File: config.mk
export PLATFORM = sky130hd
export DESIGN_NAME = dpsg_top
export DESIGN_NICKNAME = d
export VERILOG_FILES = /design/src/dpsg_pkg.sv /design/src/dpsg_warmup.sv /design/src/dpsg_top.sv
export SDC_FILE = /design/constraint.sdc
export NUM_CORES = 1
export LEC_CHECK = 0
export BUFFER_PORTS_ARGS = -buffer_cell sky130_fd_sc_hd__buf_2
export CORE_ASPECT_RATIO = 1.1
export CORE_UTILIZATION = 60
export CTS_CLUSTER_DIAMETER = 100
export CTS_CLUSTER_SIZE = 10
export DETAILED_ROUTE_END_ITERATION = 8
export PLACE_DENSITY = 0.87
export SKIP_CTS_REPAIR_TIMING = 1
export SYNTH_ARGS = -nofsm -noshare
export SYNTH_HDL_FRONTEND = slang
export SYNTH_SLANG_ARGS = --single-unit
File: constraint.sdc
create_clock -name i_clock -period 3.9 [get_ports i_clock]
set_input_delay 0.585 -clock i_clock [delete_from_list [all_inputs] [get_ports i_clock]]
set_output_delay 0.585 -clock i_clock [all_outputs]
set_load 0.02 [all_outputs]
File: src/dpsg_pkg.sv
package dpsg_pkg;
	// Register offsets
	localparam logic [7:0] OFF_CLOCK_OUT_CTRL   = 8'h6d;
	localparam logic [7:0] OFF_GRID_C_DATA      = 8'h87;
	localparam logic [7:0] OFF_GRID_D_DATA      = 8'h88;
	localparam logic [7:0] OFF_SEGMENT_E_DATA   = 8'h89;
	localparam logic [7:0] OFF_SEGMENT_F_DATA   = 8'h8a;
	localparam logic [7:0] OFF_SEGMENT_E_DIR    = 8'h8b;
	localparam logic [7:0] OFF_SEGMENT_F_DIR    = 8'h8c;
	localparam logic [7:0] OFF_WATCHDOG_MODE    = 8'h5c;

	// Port widths
	localparam int GRID_C_W    = 8;
	localparam int GRID_D_W    = 2;
	localparam int SEGMENT_E_W = 8;
	localparam int SEGMENT_F_W = 6;

	// Reset values and fixed read values
	localparam logic [7:0] RST_PORT_DATA   = 8'h00;
	localparam logic [7:0] RST_PORT_DIR    = 8'h00;
	localparam logic       RST_CLK_OUT_EN  = 1'b0;
	localparam logic [6:0] CLK_CTRL_FIXED  = 7'h7f;
	localparam logic [7:0] RST_WATCHDOG    = 8'h80;
	localparam logic [7:0] READ_UNMAPPED   = 8'h00;
	localparam logic [7:0] READ_WRITE_ONLY = 8'h00;

	// Field positions
	localparam int CLK_OUT_EN_BIT   = 0;
	localparam int WDT_ENABLE_BIT   = 7;
	localparam int HALT_SEL_LSB     = 2;
	localparam int DRIVE_KEEP_BIT   = 1;

	// Halt mode encodings
	localparam logic [1:0] HALT_DEEP_IDLE  = 2'h0;
	localparam logic [1:0] HALT_STOP       = 2'h1;
	localparam logic [1:0] HALT_LIGHT_IDLE = 2'h3;

	// Timing
	localparam int STATE_CLK_DIV       = 2;
	localparam int HALT_ENTRY_CLOCKS   = 3;
	localparam int HALT_ENTRY_CYCLES   = HALT_ENTRY_CLOCKS;
	localparam int WARMUP_CYCLES_DEF   = 8192;
	localparam int WATCHDOG_CYCLES_DEF = 65536;

	// Wake source codes
	localparam logic [1:0] SRC_IRQ_ZERO = 2'h0;
	localparam logic [1:0] SRC_IRQ_ONE  = 2'h1;
	localparam logic [1:0] SRC_OTHER    = 2'h2;

	typedef enum logic [2:0] {
		DPSG_RUN,
		DPSG_ENTER,
		DPSG_HALT,
		DPSG_WARM,
		DPSG_FIRST,
		DPSG_SECOND
	} dpsg_state_t;
endpackage

File: src/dpsg_warmup.sv
`timescale 1ns/1ps
module dpsg_warmup #(
	parameter int COUNT = dpsg_pkg::WARMUP_CYCLES_DEF
) (
	input  wire logic i_clock,
	input  wire logic i_rstn,
	input  wire logic i_ce,
	input  wire logic i_start,
	output logic      o_busy,
	output logic      o_done
);
	import dpsg_pkg::*;

	localparam int CW = $clog2(COUNT + 1);
	localparam logic [CW-1:0] LAST = CW'(COUNT - 1);

	logic [CW-1:0] cnt_r;
	logic [CW-1:0] cnt_nxt;
	logic          busy_r;
	logic          busy_nxt;
	logic          done_r;
	logic          done_nxt;

	always_comb begin
		cnt_nxt  = cnt_r;
		busy_nxt = busy_r;
		done_nxt = 1'b0;
		if (i_start) begin
			cnt_nxt  = '0;
			busy_nxt = 1'b1;
		end else if (busy_r) begin
			if (cnt_r == LAST) begin
				busy_nxt = 1'b0;
				done_nxt = 1'b1;
			end else begin
				cnt_nxt = cnt_r + CW'(1);
			end
		end
	end

	always_ff @(posedge i_clock) begin
		if (!i_rstn) begin
			cnt_r  <= '0;
			busy_r <= 1'b0;
			done_r <= 1'b0;
		end else if (i_ce) begin
			cnt_r  <= cnt_nxt;
			busy_r <= busy_nxt;
			done_r <= done_nxt;
		end
	end

	assign o_busy = busy_r;
	assign o_done = done_r;
endmodule

File: src/dpsg_top.sv
`timescale 1ns/1ps
// Operation
// - Halt with stop mode raises stop
// - Drive-keep bit holds stop at zero
// - Input buffers gated by stop and drive-keep
// - Input sampled only on port register access
// - Warm-up runs on each stop-mode wake, stop released when it ends
// - Ext irq during entry held pending
// - Deep idle entry has no hold hazard
// - Higher priority of held/new served first
// - Watchdog counts from reset release
module dpsg_top
	import dpsg_pkg::*;
#(
	parameter int WARMUP_CYCLES   = dpsg_pkg::WARMUP_CYCLES_DEF,
	parameter int WATCHDOG_CYCLES = dpsg_pkg::WATCHDOG_CYCLES_DEF,
	parameter int PRIO_W          = 3
) (
	input  wire logic                         i_clock,
	input  wire logic                         i_rstn,
	input  wire logic                         i_ce,
	input  wire logic [7:0]                   i_addr,
	input  wire logic [7:0]                   i_wdata,
	input  wire logic                         i_wr,
	input  wire logic                         i_rd,
	output logic      [7:0]                   o_rdata,
	output logic      [dpsg_pkg::GRID_C_W-1:0]    o_grid_c,
	output logic      [dpsg_pkg::GRID_D_W-1:0]    o_grid_d,
	input  wire logic [dpsg_pkg::SEGMENT_E_W-1:0] i_seg_e,
	output logic      [dpsg_pkg::SEGMENT_E_W-1:0] o_seg_e,
	output logic      [dpsg_pkg::SEGMENT_E_W-1:0] o_seg_e_oe_n,
	input  wire logic [dpsg_pkg::SEGMENT_F_W-1:0] i_seg_f,
	output logic      [dpsg_pkg::SEGMENT_F_W-1:0] o_seg_f,
	output logic      [dpsg_pkg::SEGMENT_F_W-1:0] o_seg_f_oe_n,
	output logic                              o_state_clk,
	output logic                              o_clk_out,
	input  wire logic                         i_halt_exec,
	input  wire logic                         i_ext_irq_zero,
	input  wire logic [PRIO_W-1:0]            i_irq_zero_prio,
	input  wire logic                         i_ext_irq_one,
	input  wire logic [PRIO_W-1:0]            i_irq_one_prio,
	input  wire logic                         i_irq_other,
	input  wire logic [PRIO_W-1:0]            i_irq_other_prio,
	output logic                              o_stop,
	output logic                              o_input_buffer_gate,
	output logic                              o_sysclk_run,
	output logic                              o_halted,
	output logic                              o_irq_held,
	output logic                              o_serve,
	output logic      [1:0]                   o_serve_src,
	output logic                              o_wdt_expire
);
	import dpsg_pkg::*;

	localparam int WW = $clog2(WATCHDOG_CYCLES + 1);
	localparam logic [WW-1:0] WDT_LAST = WW'(WATCHDOG_CYCLES - 1);
	localparam logic [1:0] ENTRY_LAST = 2'(HALT_ENTRY_CYCLES - 1);

	// Register group
	logic [GRID_C_W-1:0]    grid_c_r, grid_c_nxt;
	logic [GRID_D_W-1:0]    grid_d_r, grid_d_nxt;
	logic [SEGMENT_E_W-1:0] seg_e_r, seg_e_nxt;
	logic [SEGMENT_F_W-1:0] seg_f_r, seg_f_nxt;
	logic [SEGMENT_E_W-1:0] dir_e_r, dir_e_nxt;
	logic [SEGMENT_F_W-1:0] dir_f_r, dir_f_nxt;
	logic                   clk_en_r, clk_en_nxt;
	logic [7:0]             wdmode_r, wdmode_nxt;
	logic [7:0]             rdata_r, rdata_nxt;
	logic [SEGMENT_E_W-1:0] pin_e;
	logic [SEGMENT_F_W-1:0] pin_f;
	logic                   drive_keep_in_stop;
	logic [1:0]             halt_mode_select;

	assign drive_keep_in_stop = wdmode_r[DRIVE_KEEP_BIT];
	assign halt_mode_select   = wdmode_r[HALT_SEL_LSB +: 2];

	// Per-bit input buffers; a cut buffer reads low
	genvar g;
	generate
		for (g = 0; g < SEGMENT_E_W; g++) begin : g_pe
			assign pin_e[g] = dir_e_r[g] ? seg_e_r[g] : (i_seg_e[g] & o_input_buffer_gate);
		end
		for (g = 0; g < SEGMENT_F_W; g++) begin : g_pf
			assign pin_f[g] = dir_f_r[g] ? seg_f_r[g] : (i_seg_f[g] & o_input_buffer_gate);
		end
	endgenerate

	always_comb begin
		grid_c_nxt = grid_c_r;
		grid_d_nxt = grid_d_r;
		seg_e_nxt  = seg_e_r;
		seg_f_nxt  = seg_f_r;
		dir_e_nxt  = dir_e_r;
		dir_f_nxt  = dir_f_r;
		clk_en_nxt = clk_en_r;
		wdmode_nxt = wdmode_r;
		rdata_nxt  = 8'h00;
		if (i_wr) begin
			case (i_addr)
				OFF_GRID_C_DATA:    grid_c_nxt = i_wdata[GRID_C_W-1:0];
				OFF_GRID_D_DATA:    grid_d_nxt = i_wdata[GRID_D_W-1:0];
				OFF_SEGMENT_E_DATA: seg_e_nxt  = i_wdata[SEGMENT_E_W-1:0];
				OFF_SEGMENT_F_DATA: seg_f_nxt  = i_wdata[SEGMENT_F_W-1:0];
				OFF_SEGMENT_E_DIR:  dir_e_nxt  = i_wdata[SEGMENT_E_W-1:0];
				OFF_SEGMENT_F_DIR:  dir_f_nxt  = i_wdata[SEGMENT_F_W-1:0];
				OFF_CLOCK_OUT_CTRL: clk_en_nxt = i_wdata[CLK_OUT_EN_BIT];
				OFF_WATCHDOG_MODE:  wdmode_nxt = i_wdata;
				default:            wdmode_nxt = wdmode_r;
			endcase
		end
		if (i_rd) begin
			// Pins are looked at only while their register is read
			case (i_addr)
				OFF_GRID_C_DATA:    rdata_nxt = 8'(grid_c_r);
				OFF_GRID_D_DATA:    rdata_nxt = 8'(grid_d_r);
				OFF_SEGMENT_E_DATA: rdata_nxt = 8'(pin_e);
				OFF_SEGMENT_F_DATA: rdata_nxt = 8'(pin_f);
				OFF_SEGMENT_E_DIR:  rdata_nxt = READ_WRITE_ONLY;
				OFF_SEGMENT_F_DIR:  rdata_nxt = READ_WRITE_ONLY;
				OFF_CLOCK_OUT_CTRL: rdata_nxt = {CLK_CTRL_FIXED, clk_en_r};
				OFF_WATCHDOG_MODE:  rdata_nxt = wdmode_r;
				default:            rdata_nxt = READ_UNMAPPED;
			endcase
		end
	end

	always_ff @(posedge i_clock) begin
		if (!i_rstn) begin
			grid_c_r <= GRID_C_W'(RST_PORT_DATA);
			grid_d_r <= GRID_D_W'(RST_PORT_DATA);
			seg_e_r  <= SEGMENT_E_W'(RST_PORT_DATA);
			seg_f_r  <= SEGMENT_F_W'(RST_PORT_DATA);
			dir_e_r  <= SEGMENT_E_W'(RST_PORT_DIR);
			dir_f_r  <= SEGMENT_F_W'(RST_PORT_DIR);
			clk_en_r <= RST_CLK_OUT_EN;
			wdmode_r <= RST_WATCHDOG;
			rdata_r  <= 8'h00;
		end else if (i_ce) begin
			grid_c_r <= grid_c_nxt;
			grid_d_r <= grid_d_nxt;
			seg_e_r  <= seg_e_nxt;
			seg_f_r  <= seg_f_nxt;
			dir_e_r  <= dir_e_nxt;
			dir_f_r  <= dir_f_nxt;
			clk_en_r <= clk_en_nxt;
			wdmode_r <= wdmode_nxt;
			rdata_r  <= rdata_nxt;
		end
	end

	assign o_rdata      = rdata_r;
	assign o_grid_c     = grid_c_r;
	assign o_grid_d     = grid_d_r;
	assign o_seg_e      = seg_e_r;
	assign o_seg_f      = seg_f_r;
	assign o_seg_e_oe_n = ~dir_e_r;
	assign o_seg_f_oe_n = ~dir_f_r;

	// State clock and clock-out pin
	logic sclk_r, sclk_nxt;

	always_comb begin
		sclk_nxt = ~sclk_r;
	end

	always_ff @(posedge i_clock) begin
		if (!i_rstn) begin
			sclk_r <= 1'b0;
		end else if (i_ce && o_sysclk_run) begin
			sclk_r <= sclk_nxt;
		end
	end

	assign o_state_clk = sclk_r;
	// Gated pin is glitch-free since both inputs are registered
	assign o_clk_out   = sclk_r & clk_en_r;

	// Watchdog, enabled out of reset
	logic [WW-1:0] wdt_r, wdt_nxt;
	logic          wdt_exp_r, wdt_exp_nxt;

	always_comb begin
		wdt_nxt     = wdt_r;
		wdt_exp_nxt = 1'b0;
		if (!wdmode_r[WDT_ENABLE_BIT] || (i_wr && i_addr == OFF_WATCHDOG_MODE)) begin
			wdt_nxt = '0;
		end else if (wdt_r == WDT_LAST) begin
			wdt_nxt     = '0;
			wdt_exp_nxt = 1'b1;
		end else begin
			wdt_nxt = wdt_r + WW'(1);
		end
	end

	always_ff @(posedge i_clock) begin
		if (!i_rstn) begin
			wdt_r     <= '0;
			wdt_exp_r <= 1'b0;
		end else if (i_ce) begin
			wdt_r     <= wdt_nxt;
			wdt_exp_r <= wdt_exp_nxt;
		end
	end

	assign o_wdt_expire = wdt_exp_r;

	// Halt sequencing
	dpsg_state_t       st_r, st_nxt;
	logic [1:0]        mode_r, mode_nxt;
	logic [1:0]        ent_r, ent_nxt;
	logic              stop_r, stop_nxt;
	logic              held_r, held_nxt;
	logic [1:0]        held_src_r, held_src_nxt;
	logic [PRIO_W-1:0] held_pri_r, held_pri_nxt;
	logic [1:0]        wake_src_r, wake_src_nxt;
	logic [PRIO_W-1:0] wake_pri_r, wake_pri_nxt;
	logic              serve_r, serve_nxt;
	logic [1:0]        ssrc_r, ssrc_nxt;
	logic              warm_start;
	logic              warm_busy;
	logic              warm_done;
	logic              ext_any;
	logic [1:0]        ext_src;
	logic [PRIO_W-1:0] ext_pri;
	logic              held_first;

	// Zero wins when both external lines fire together
	assign ext_any    = i_ext_irq_zero | i_ext_irq_one;
	assign ext_src    = i_ext_irq_zero ? SRC_IRQ_ZERO : SRC_IRQ_ONE;
	assign ext_pri    = i_ext_irq_zero ? i_irq_zero_prio : i_irq_one_prio;
	assign held_first = held_r && (held_pri_r > wake_pri_r);

	always_comb begin
		st_nxt       = st_r;
		mode_nxt     = mode_r;
		ent_nxt      = ent_r;
		stop_nxt     = stop_r;
		held_nxt     = held_r;
		held_src_nxt = held_src_r;
		held_pri_nxt = held_pri_r;
		wake_src_nxt = wake_src_r;
		wake_pri_nxt = wake_pri_r;
		serve_nxt    = 1'b0;
		ssrc_nxt     = ssrc_r;
		warm_start   = 1'b0;
		case (st_r)
			DPSG_RUN: begin
				if (i_halt_exec) begin
					st_nxt   = DPSG_ENTER;
					mode_nxt = halt_mode_select;
					ent_nxt  = 2'h0;
					stop_nxt = (halt_mode_select == HALT_STOP) && !drive_keep_in_stop;
				end
			end
			DPSG_ENTER: begin
				if (mode_r == HALT_DEEP_IDLE && (ext_any || i_irq_other)) begin
					// Deep idle wakes cleanly even mid-entry
					st_nxt       = DPSG_FIRST;
					wake_src_nxt = ext_any ? ext_src : SRC_OTHER;
					wake_pri_nxt = ext_any ? ext_pri : i_irq_other_prio;
				end else begin
					if (ext_any && !held_r) begin
						held_nxt     = 1'b1;
						held_src_nxt = ext_src;
						held_pri_nxt = ext_pri;
					end
					if (ent_r == ENTRY_LAST) begin
						st_nxt = DPSG_HALT;
					end else begin
						ent_nxt = ent_r + 2'h1;
					end
				end
			end
			DPSG_HALT: begin
				if (ext_any || i_irq_other) begin
					wake_src_nxt = ext_any ? ext_src : SRC_OTHER;
					wake_pri_nxt = ext_any ? ext_pri : i_irq_other_prio;
					if (mode_r == HALT_STOP) begin
						st_nxt     = DPSG_WARM;
						warm_start = 1'b1;
					end else begin
						st_nxt = DPSG_FIRST;
					end
				end
			end
			DPSG_WARM: begin
				// System clock withheld until the count ends
				if (warm_done) begin
					st_nxt   = DPSG_FIRST;
					stop_nxt = 1'b0;
				end
			end
			DPSG_FIRST: begin
				serve_nxt = 1'b1;
				ssrc_nxt  = held_first ? held_src_r : wake_src_r;
				st_nxt    = held_r ? DPSG_SECOND : DPSG_RUN;
			end
			DPSG_SECOND: begin
				serve_nxt = 1'b1;
				ssrc_nxt  = held_first ? wake_src_r : held_src_r;
				held_nxt  = 1'b0;
				st_nxt    = DPSG_RUN;
			end
			default: begin
				st_nxt   = DPSG_RUN;
				stop_nxt = 1'b0;
			end
		endcase
	end

	always_ff @(posedge i_clock) begin
		if (!i_rstn) begin
			st_r       <= DPSG_RUN;
			mode_r     <= HALT_DEEP_IDLE;
			ent_r      <= 2'h0;
			stop_r     <= 1'b0;
			held_r     <= 1'b0;
			held_src_r <= SRC_IRQ_ZERO;
			held_pri_r <= '0;
			wake_src_r <= SRC_IRQ_ZERO;
			wake_pri_r <= '0;
			serve_r    <= 1'b0;
			ssrc_r     <= SRC_IRQ_ZERO;
		end else if (i_ce) begin
			st_r       <= st_nxt;
			mode_r     <= mode_nxt;
			ent_r      <= ent_nxt;
			stop_r     <= stop_nxt;
			held_r     <= held_nxt;
			held_src_r <= held_src_nxt;
			held_pri_r <= held_pri_nxt;
			wake_src_r <= wake_src_nxt;
			wake_pri_r <= wake_pri_nxt;
			serve_r    <= serve_nxt;
			ssrc_r     <= ssrc_nxt;
		end
	end

	dpsg_warmup #(
		.COUNT (WARMUP_CYCLES)
	) u_warmup (
		.i_clock (i_clock),
		.i_rstn  (i_rstn),
		.i_ce    (i_ce),
		.i_start (warm_start),
		.o_busy  (warm_busy),
		.o_done  (warm_done)
	);

	assign o_stop              = stop_r;
	assign o_input_buffer_gate = ~(stop_r & ~drive_keep_in_stop);
	assign o_halted            = (st_r == DPSG_HALT) || (st_r == DPSG_WARM);
	assign o_sysclk_run        = !(mode_r == HALT_STOP && st_r == DPSG_HALT) && !warm_busy;
	assign o_irq_held          = held_r;
	assign o_serve             = serve_r;
	assign o_serve_src         = ssrc_r;
endmodule

==> Word level (Yosys, flattened, before mapping) <==
Cells that the tools add are included.
Widths: inputs -> output; s select.
{ "word_totals": {"out_inout_bits": 57, "word_cells": 187, "ff_bits": 112, "input_bits": 48} }
{ "classes": {"reduce_logical": 42, "n_eq_ne": 27, "mux": 64, "n_addsub": 3, "bitwise": 24, "n_lt_le_gt_ge": 1} }
{ "op_table": {"columns": ["cell", "n"], "rows": [
  ["$eq 8x8->1 const B", 6],
  ["$pmux 8 s6", 1],
  ["$mux 14", 3],
  ["$mux 17", 2],
  ["$mux 3", 11],
  ["$mux 1", 31],
  ["$reduce_and 3->1", 10],
  ["$add 17x1->17 const B", 1],
  ["$eq 17x16->1 const B", 1],
  ["$and 1x1->1", 16],
  ["$eq 8x7->1 const B", 2],
  ["$mux 2", 8],
  ["$reduce_and 4->1", 4],
  ["$pmux 3 s5", 1],
  ["$add 14x1->14 const B", 1],
  ["$eq 14x13->1 const B", 1],
  ["$ne 2x2->1 const B", 6],
  ["$pmux 2 s2", 3],
  ["$reduce_and 5->1", 2],
  ["$reduce_bool 2->1", 5],
  ["$logic_and 1x1->1", 8],
  ["$mux 8", 1],
  ["$not 8->8", 1],
  ["$eq 3x2->1 const B", 2],
  ["other kinds (21)", 34]
]} }

==> Longest topological paths before layout <==
{ "depth": {"depth_word": 7, "depth_mapped": 7, "ltp_nobuf": 7} }

==> Cells and area by module <==
A second synthesis with hierarchy kept.
{ "hier_totals": {"cells_unflattened": 680, "hier_area_um2": 5690.5} }
{ "by_module_without_submodules": {"columns": ["mod", "seq_area_each_um2", "area_each_um2", "instances", "cells_each"], "rows": [
  ["dpsg_top", 1901.8, 4660.7, 1, 558],
  ["dpsg_warmup", 320.3, 1029.7, 1, 122]
]} }

==> Least setup slack after synthesis <==
No wires, ideal clock.
{ "synth_timing": {"kind": "in2reg", "startpoint": "in i_ce", "endpoint": "reg wake_src_r[0]", "arrival_time_ns": 1.944, "path_slack_ns": 1.885, "path_stages": 6, "n_path_buf": 2, "setup_ns": 0.070, "t_required_ns": 3.830, "cell_sequence": "buf_2 -> inv_2 -> or4_1 -> buf_2 -> or3b_1 -> a21oi_1"} }
{ "synth_via": {"elab_chain_cells": 1} }
{ "synth_lines": {"columns": ["element", "line_no", "text"], "rows": [
  ["start: declaration", "dpsg_top.sv:21", "input wire logic i_ce,"],
  ["$reduce_and 4->1 (no line)", null, null],
  ["end signal: assignment", "dpsg_top.sv:332", "wake_src_r <= wake_src_nxt;"],
  ["end: declaration", "dpsg_top.sv:215", "logic [1:0] wake_src_r, wake_src_nxt;"]
]} }
Every way passes these cells.
A chain may end at the register's enable or synchronous reset.

==> Worst setup path in the final report <==
{ "layout_timing": {"startpoint": "reg st_r[1]", "endpoint": "out o_sysclk_run"} }
{ "layout_via": {"elab_chain_cells": 4} }
{ "layout_lines": {"columns": ["element", "line_no", "text"], "rows": [
  ["start: declaration", "dpsg_top.sv:208", "dpsg_state_t st_r, st_nxt;"],
  ["start signal: assignment", "dpsg_top.sv:325", "st_r <= st_nxt;"],
  ["$eq 3x2->1", "dpsg_top.sv:353", "assign o_sysclk_run = !(mode_r == HALT_STOP && st_r == DPSG_HALT) && !warm_busy;"],
  ["$logic_and 1x1->1", "dpsg_top.sv:353", null],
  ["$logic_not 1->1", "dpsg_top.sv:353", null],
  ["$logic_and 1x1->1", "dpsg_top.sv:353", null],
  ["end: declaration", "dpsg_top.sv:46", "output logic o_sysclk_run,"]
]} }
Every way passes these cells.

==> impl_metrics.csv <==
group,metric,value,unit
min_path,min-delay-path-class,"reg -> reg",
synth,avgSynthCellArea,8.48,µm²
min_path,holdPathEnd,"wdt_r[16]",
job,cap_violations,0,
floorplan,rows,36,
synth,synth_area,5510,µm²
drt,wirelength,13.8,mm
finish,fillCellCount,688,
timing,max_freq,435,MHz
synth,ys_seq_elements,111,
placed_design,hpwl,9.99,mm
finish,utilization,70.2,%
synth,async_flop_share,0,%
floorplan,fp.coreArea,8870,µm²
finish,layout.nets,788,
timing,fin_skew,0.0121,ns
cts,cts_tree,"yes",
power,p_leak,0.00253,µW
synth,syn_nets,703,
grt,busiest_layer,"met2",
timing,totalNegativeSetupSlack,0,ns
drt,drt_iter0_drc,266,
synth,ys_types,69,
critical_path,ff2ff_setup_slack,1.62,ns
critical_path,path_max_fanout,10,
synth,synth_commonest_cells,"111 x dfxtp_1, 83 x nor2_1, 70 x nand2_1, 51 x a21oi_1, 51 x mux2i_1",
critical_path,worst_r2r_endpoint,"u_warmup.cnt_r[5]",
finish,layout-drive-gt1-share,19.6,%
synth,synth_most_common_cell,"dfxtp_1",
power,power,2080,µW
cts,clk_pin_slew,0.11,ns
finish,stdcell_count,853,
grt,use_met3,5.58,%
grt,antenna_found_initial,0,
critical_path,crit_type,"reg -> out",
timing,period_needed,2.30,ns
timing,layout_setup_ws,1.60,ns
synth,synthTopCellsByArea,"dfxtp_1 40%, mux2i_1 9.3%, nor2_1 5.7%",
timing,fin_crit_sh,59.0,%
critical_path,rr_worst_depth,5,
drt,vias,5165,
status,outcome,"completed",
cts,cts_htree_levels,3,
cts,cts_buffers,9,
critical_path,cp-start-kind,"register",
placed_design,gp_congestion,0.903,
grt,grt_max_degree,55,
critical_path,crit_required,3.31,ns
synth,synth_top_area_share,40.4,%
drt,drc_errors,0,
drt,via_per_inst,6.06,
cts,clk_latency,0.38,ns
grt,met2_usage,51.2,%
floorplan,die_area,9570,µm²
drt,ant_nets,0,
floorplan,ioPinCount,105,
finish,multiInputGateArea,3030,µm²
timing,worst_pin_slew,1.02,ns
cts,cts_num_sinks,111,
grt,overflow,0,
cts,root_buffer,"clkbuf_8",
synth,ys_warn_count,0,
grt,track_usage,29.3,%
floorplan,die_w,93.3,µm
synth,syn_inst,649,
power,power_density,334,nW/µm²
timing,setup_violations,0,
cts,cts_buffer_depth,2,
critical_path,arrival,1.72,ns
drt,dr.pass1.iters,5,
synth,synth-edff-count,0,
critical_path,r2r-start,"u_warmup.cnt_r[4]",
timing,drv_slew,0,
placed_design,dp_slack,1.31,ns
grt,grt_pass1_vias,4719,
power,max-vdd-ir-drop,202,µV
drt,routedWlPerCell,16.2,µm
floorplan,dieHeight,102,µm
synth,synth_ff_type,"dfxtp_1",
min_path,hp-start,"wdt_r[16]",
finish,diodes,0,
critical_path,setup.worst_path.end_class,"output pin",
synth,ys_seq_area_share,40.4,%
grt,grt_pass1_wl,22.1,mm
placed_design,port_buffers,104,
finish,syn_to_final_growth,13.1,%
floorplan,initial_utilization,62.1,%
synth,synth_top_area_cell,"dfxtp_1",
grt,grt_use_met1,35.8,%
timing,rsz0062_at_grt,"false",
timing,hold_violations,0,
timing,maxSlewHeadroom,31.1,%
finish,seqCellArea,2220,µm²
min_path,min_path_cells,1,
placed_design,placedCellCount,837,
cells in the final DEF, fill, tap and decap left out, drive strengths merged, types with 9 or more instances in the layout:
cell	count
xor2	12
nand2	70
o21ai	22
clkbuf	11
nor3	12
a21oi	52
buf	105
and2	9
nor2b	9
a31oi	9
dfxtp	111
inv	29
nor2	83
nand3	29
and3	11
mux2i	51
nand4	12
flip-flops by register name, indices dropped and copies added (netlist names), 2 cells and up:
name and cells:
dir_e_r 8, u_warmup.cnt_r 14, o_grid_d 2, wake_pri_r 3, mode_r 2, dir_f_r 6, o_grid_c 8, wake_src_r 2
held_pri_r 3, st_r 3, wdt_r 17, wdmode_r 8, o_rdata 8, ent_r 2, o_seg_f 6, o_serve_src 2
o_seg_e 8
critical path, stage by stage (launching register included):
cell and delay, ns:
dfxtp_1 0.52, nor2b_1 0.42, a21oi_1 0.19, buf_2 0.20
worst max-delay path by stage:
stage                       from                 to  slack, ns  cells past startpoint
3_5_place_dp                i_ce      wake_src_r[0]       1.31                      5
2_1_floorplan               i_ce      wake_src_r[0]       1.89                      6
3_3_place_gp                i_ce      wake_src_r[0]       1.34                      5
6_report                 st_r[1]       o_sysclk_run       1.60                      3
5_1_grt        u_warmup.cnt_r[4]  u_warmup.cnt_r[5]       1.35                      5
4_1_cts                  st_r[1]       o_sysclk_run       1.61                      3
final cells by class:
type                            instances  share of cell area (%)
Clock buffer                           11                    2.27
Clock inverter                          5                    1.02
Inverter                               27                    1.63
Multi-Input combinational cell        480                    48.6
Sequential cell                       111                    35.7
Tap cell                              114                    2.29
Timing Repair Buffer                  105                    8.48
layer usage:
| layer | part of all wire [%] | up-vias |
|---|---|---|
| met1 | 42 | 2488 |
| met3 | 5.8 | 30 |
| met2 | 50 | 171 |
| li1 | - | 2476 |
| met5 | 0 | - |
| met4 | 2.6 | 0 |
power by group:
| group | internal, µW | total (µW) | switching, µW |
|---|---|---|---|
| Combinational | 68.7 | 188 | 119 |
| Sequential | 1150 | 1160 | 17.1 |
| Clock | 321 | 732 | 411 |
per-stage QoR:
step / cell area [µm²] / hold WS [ns]
after floorplan: 5510 / 0.430
after CTS: 6230 / 0.466
after global placement: 6020 / 0.441
final: 6230 / 0.467
after detailed placement: 6020 / 0.452
after global routing: 6230 / 0.487
kinds of logic (layout without fill, tap and decap cells):
group                      Yosys count  count (layout)  share of synthesized area [%]
muxes                               51              51                           9.27
AOI/OAI and AO/OA                  125             125                           14.6
buffers and inverters               58             148                           4.61
and+or+nand+nor                    284             284                           27.6
adders and majority gates            6               6                           1.36
xor gates and xnor gates            14              14                           2.23
DFF                                111             111                           40.4
Power figures use the tool's default switching activity.
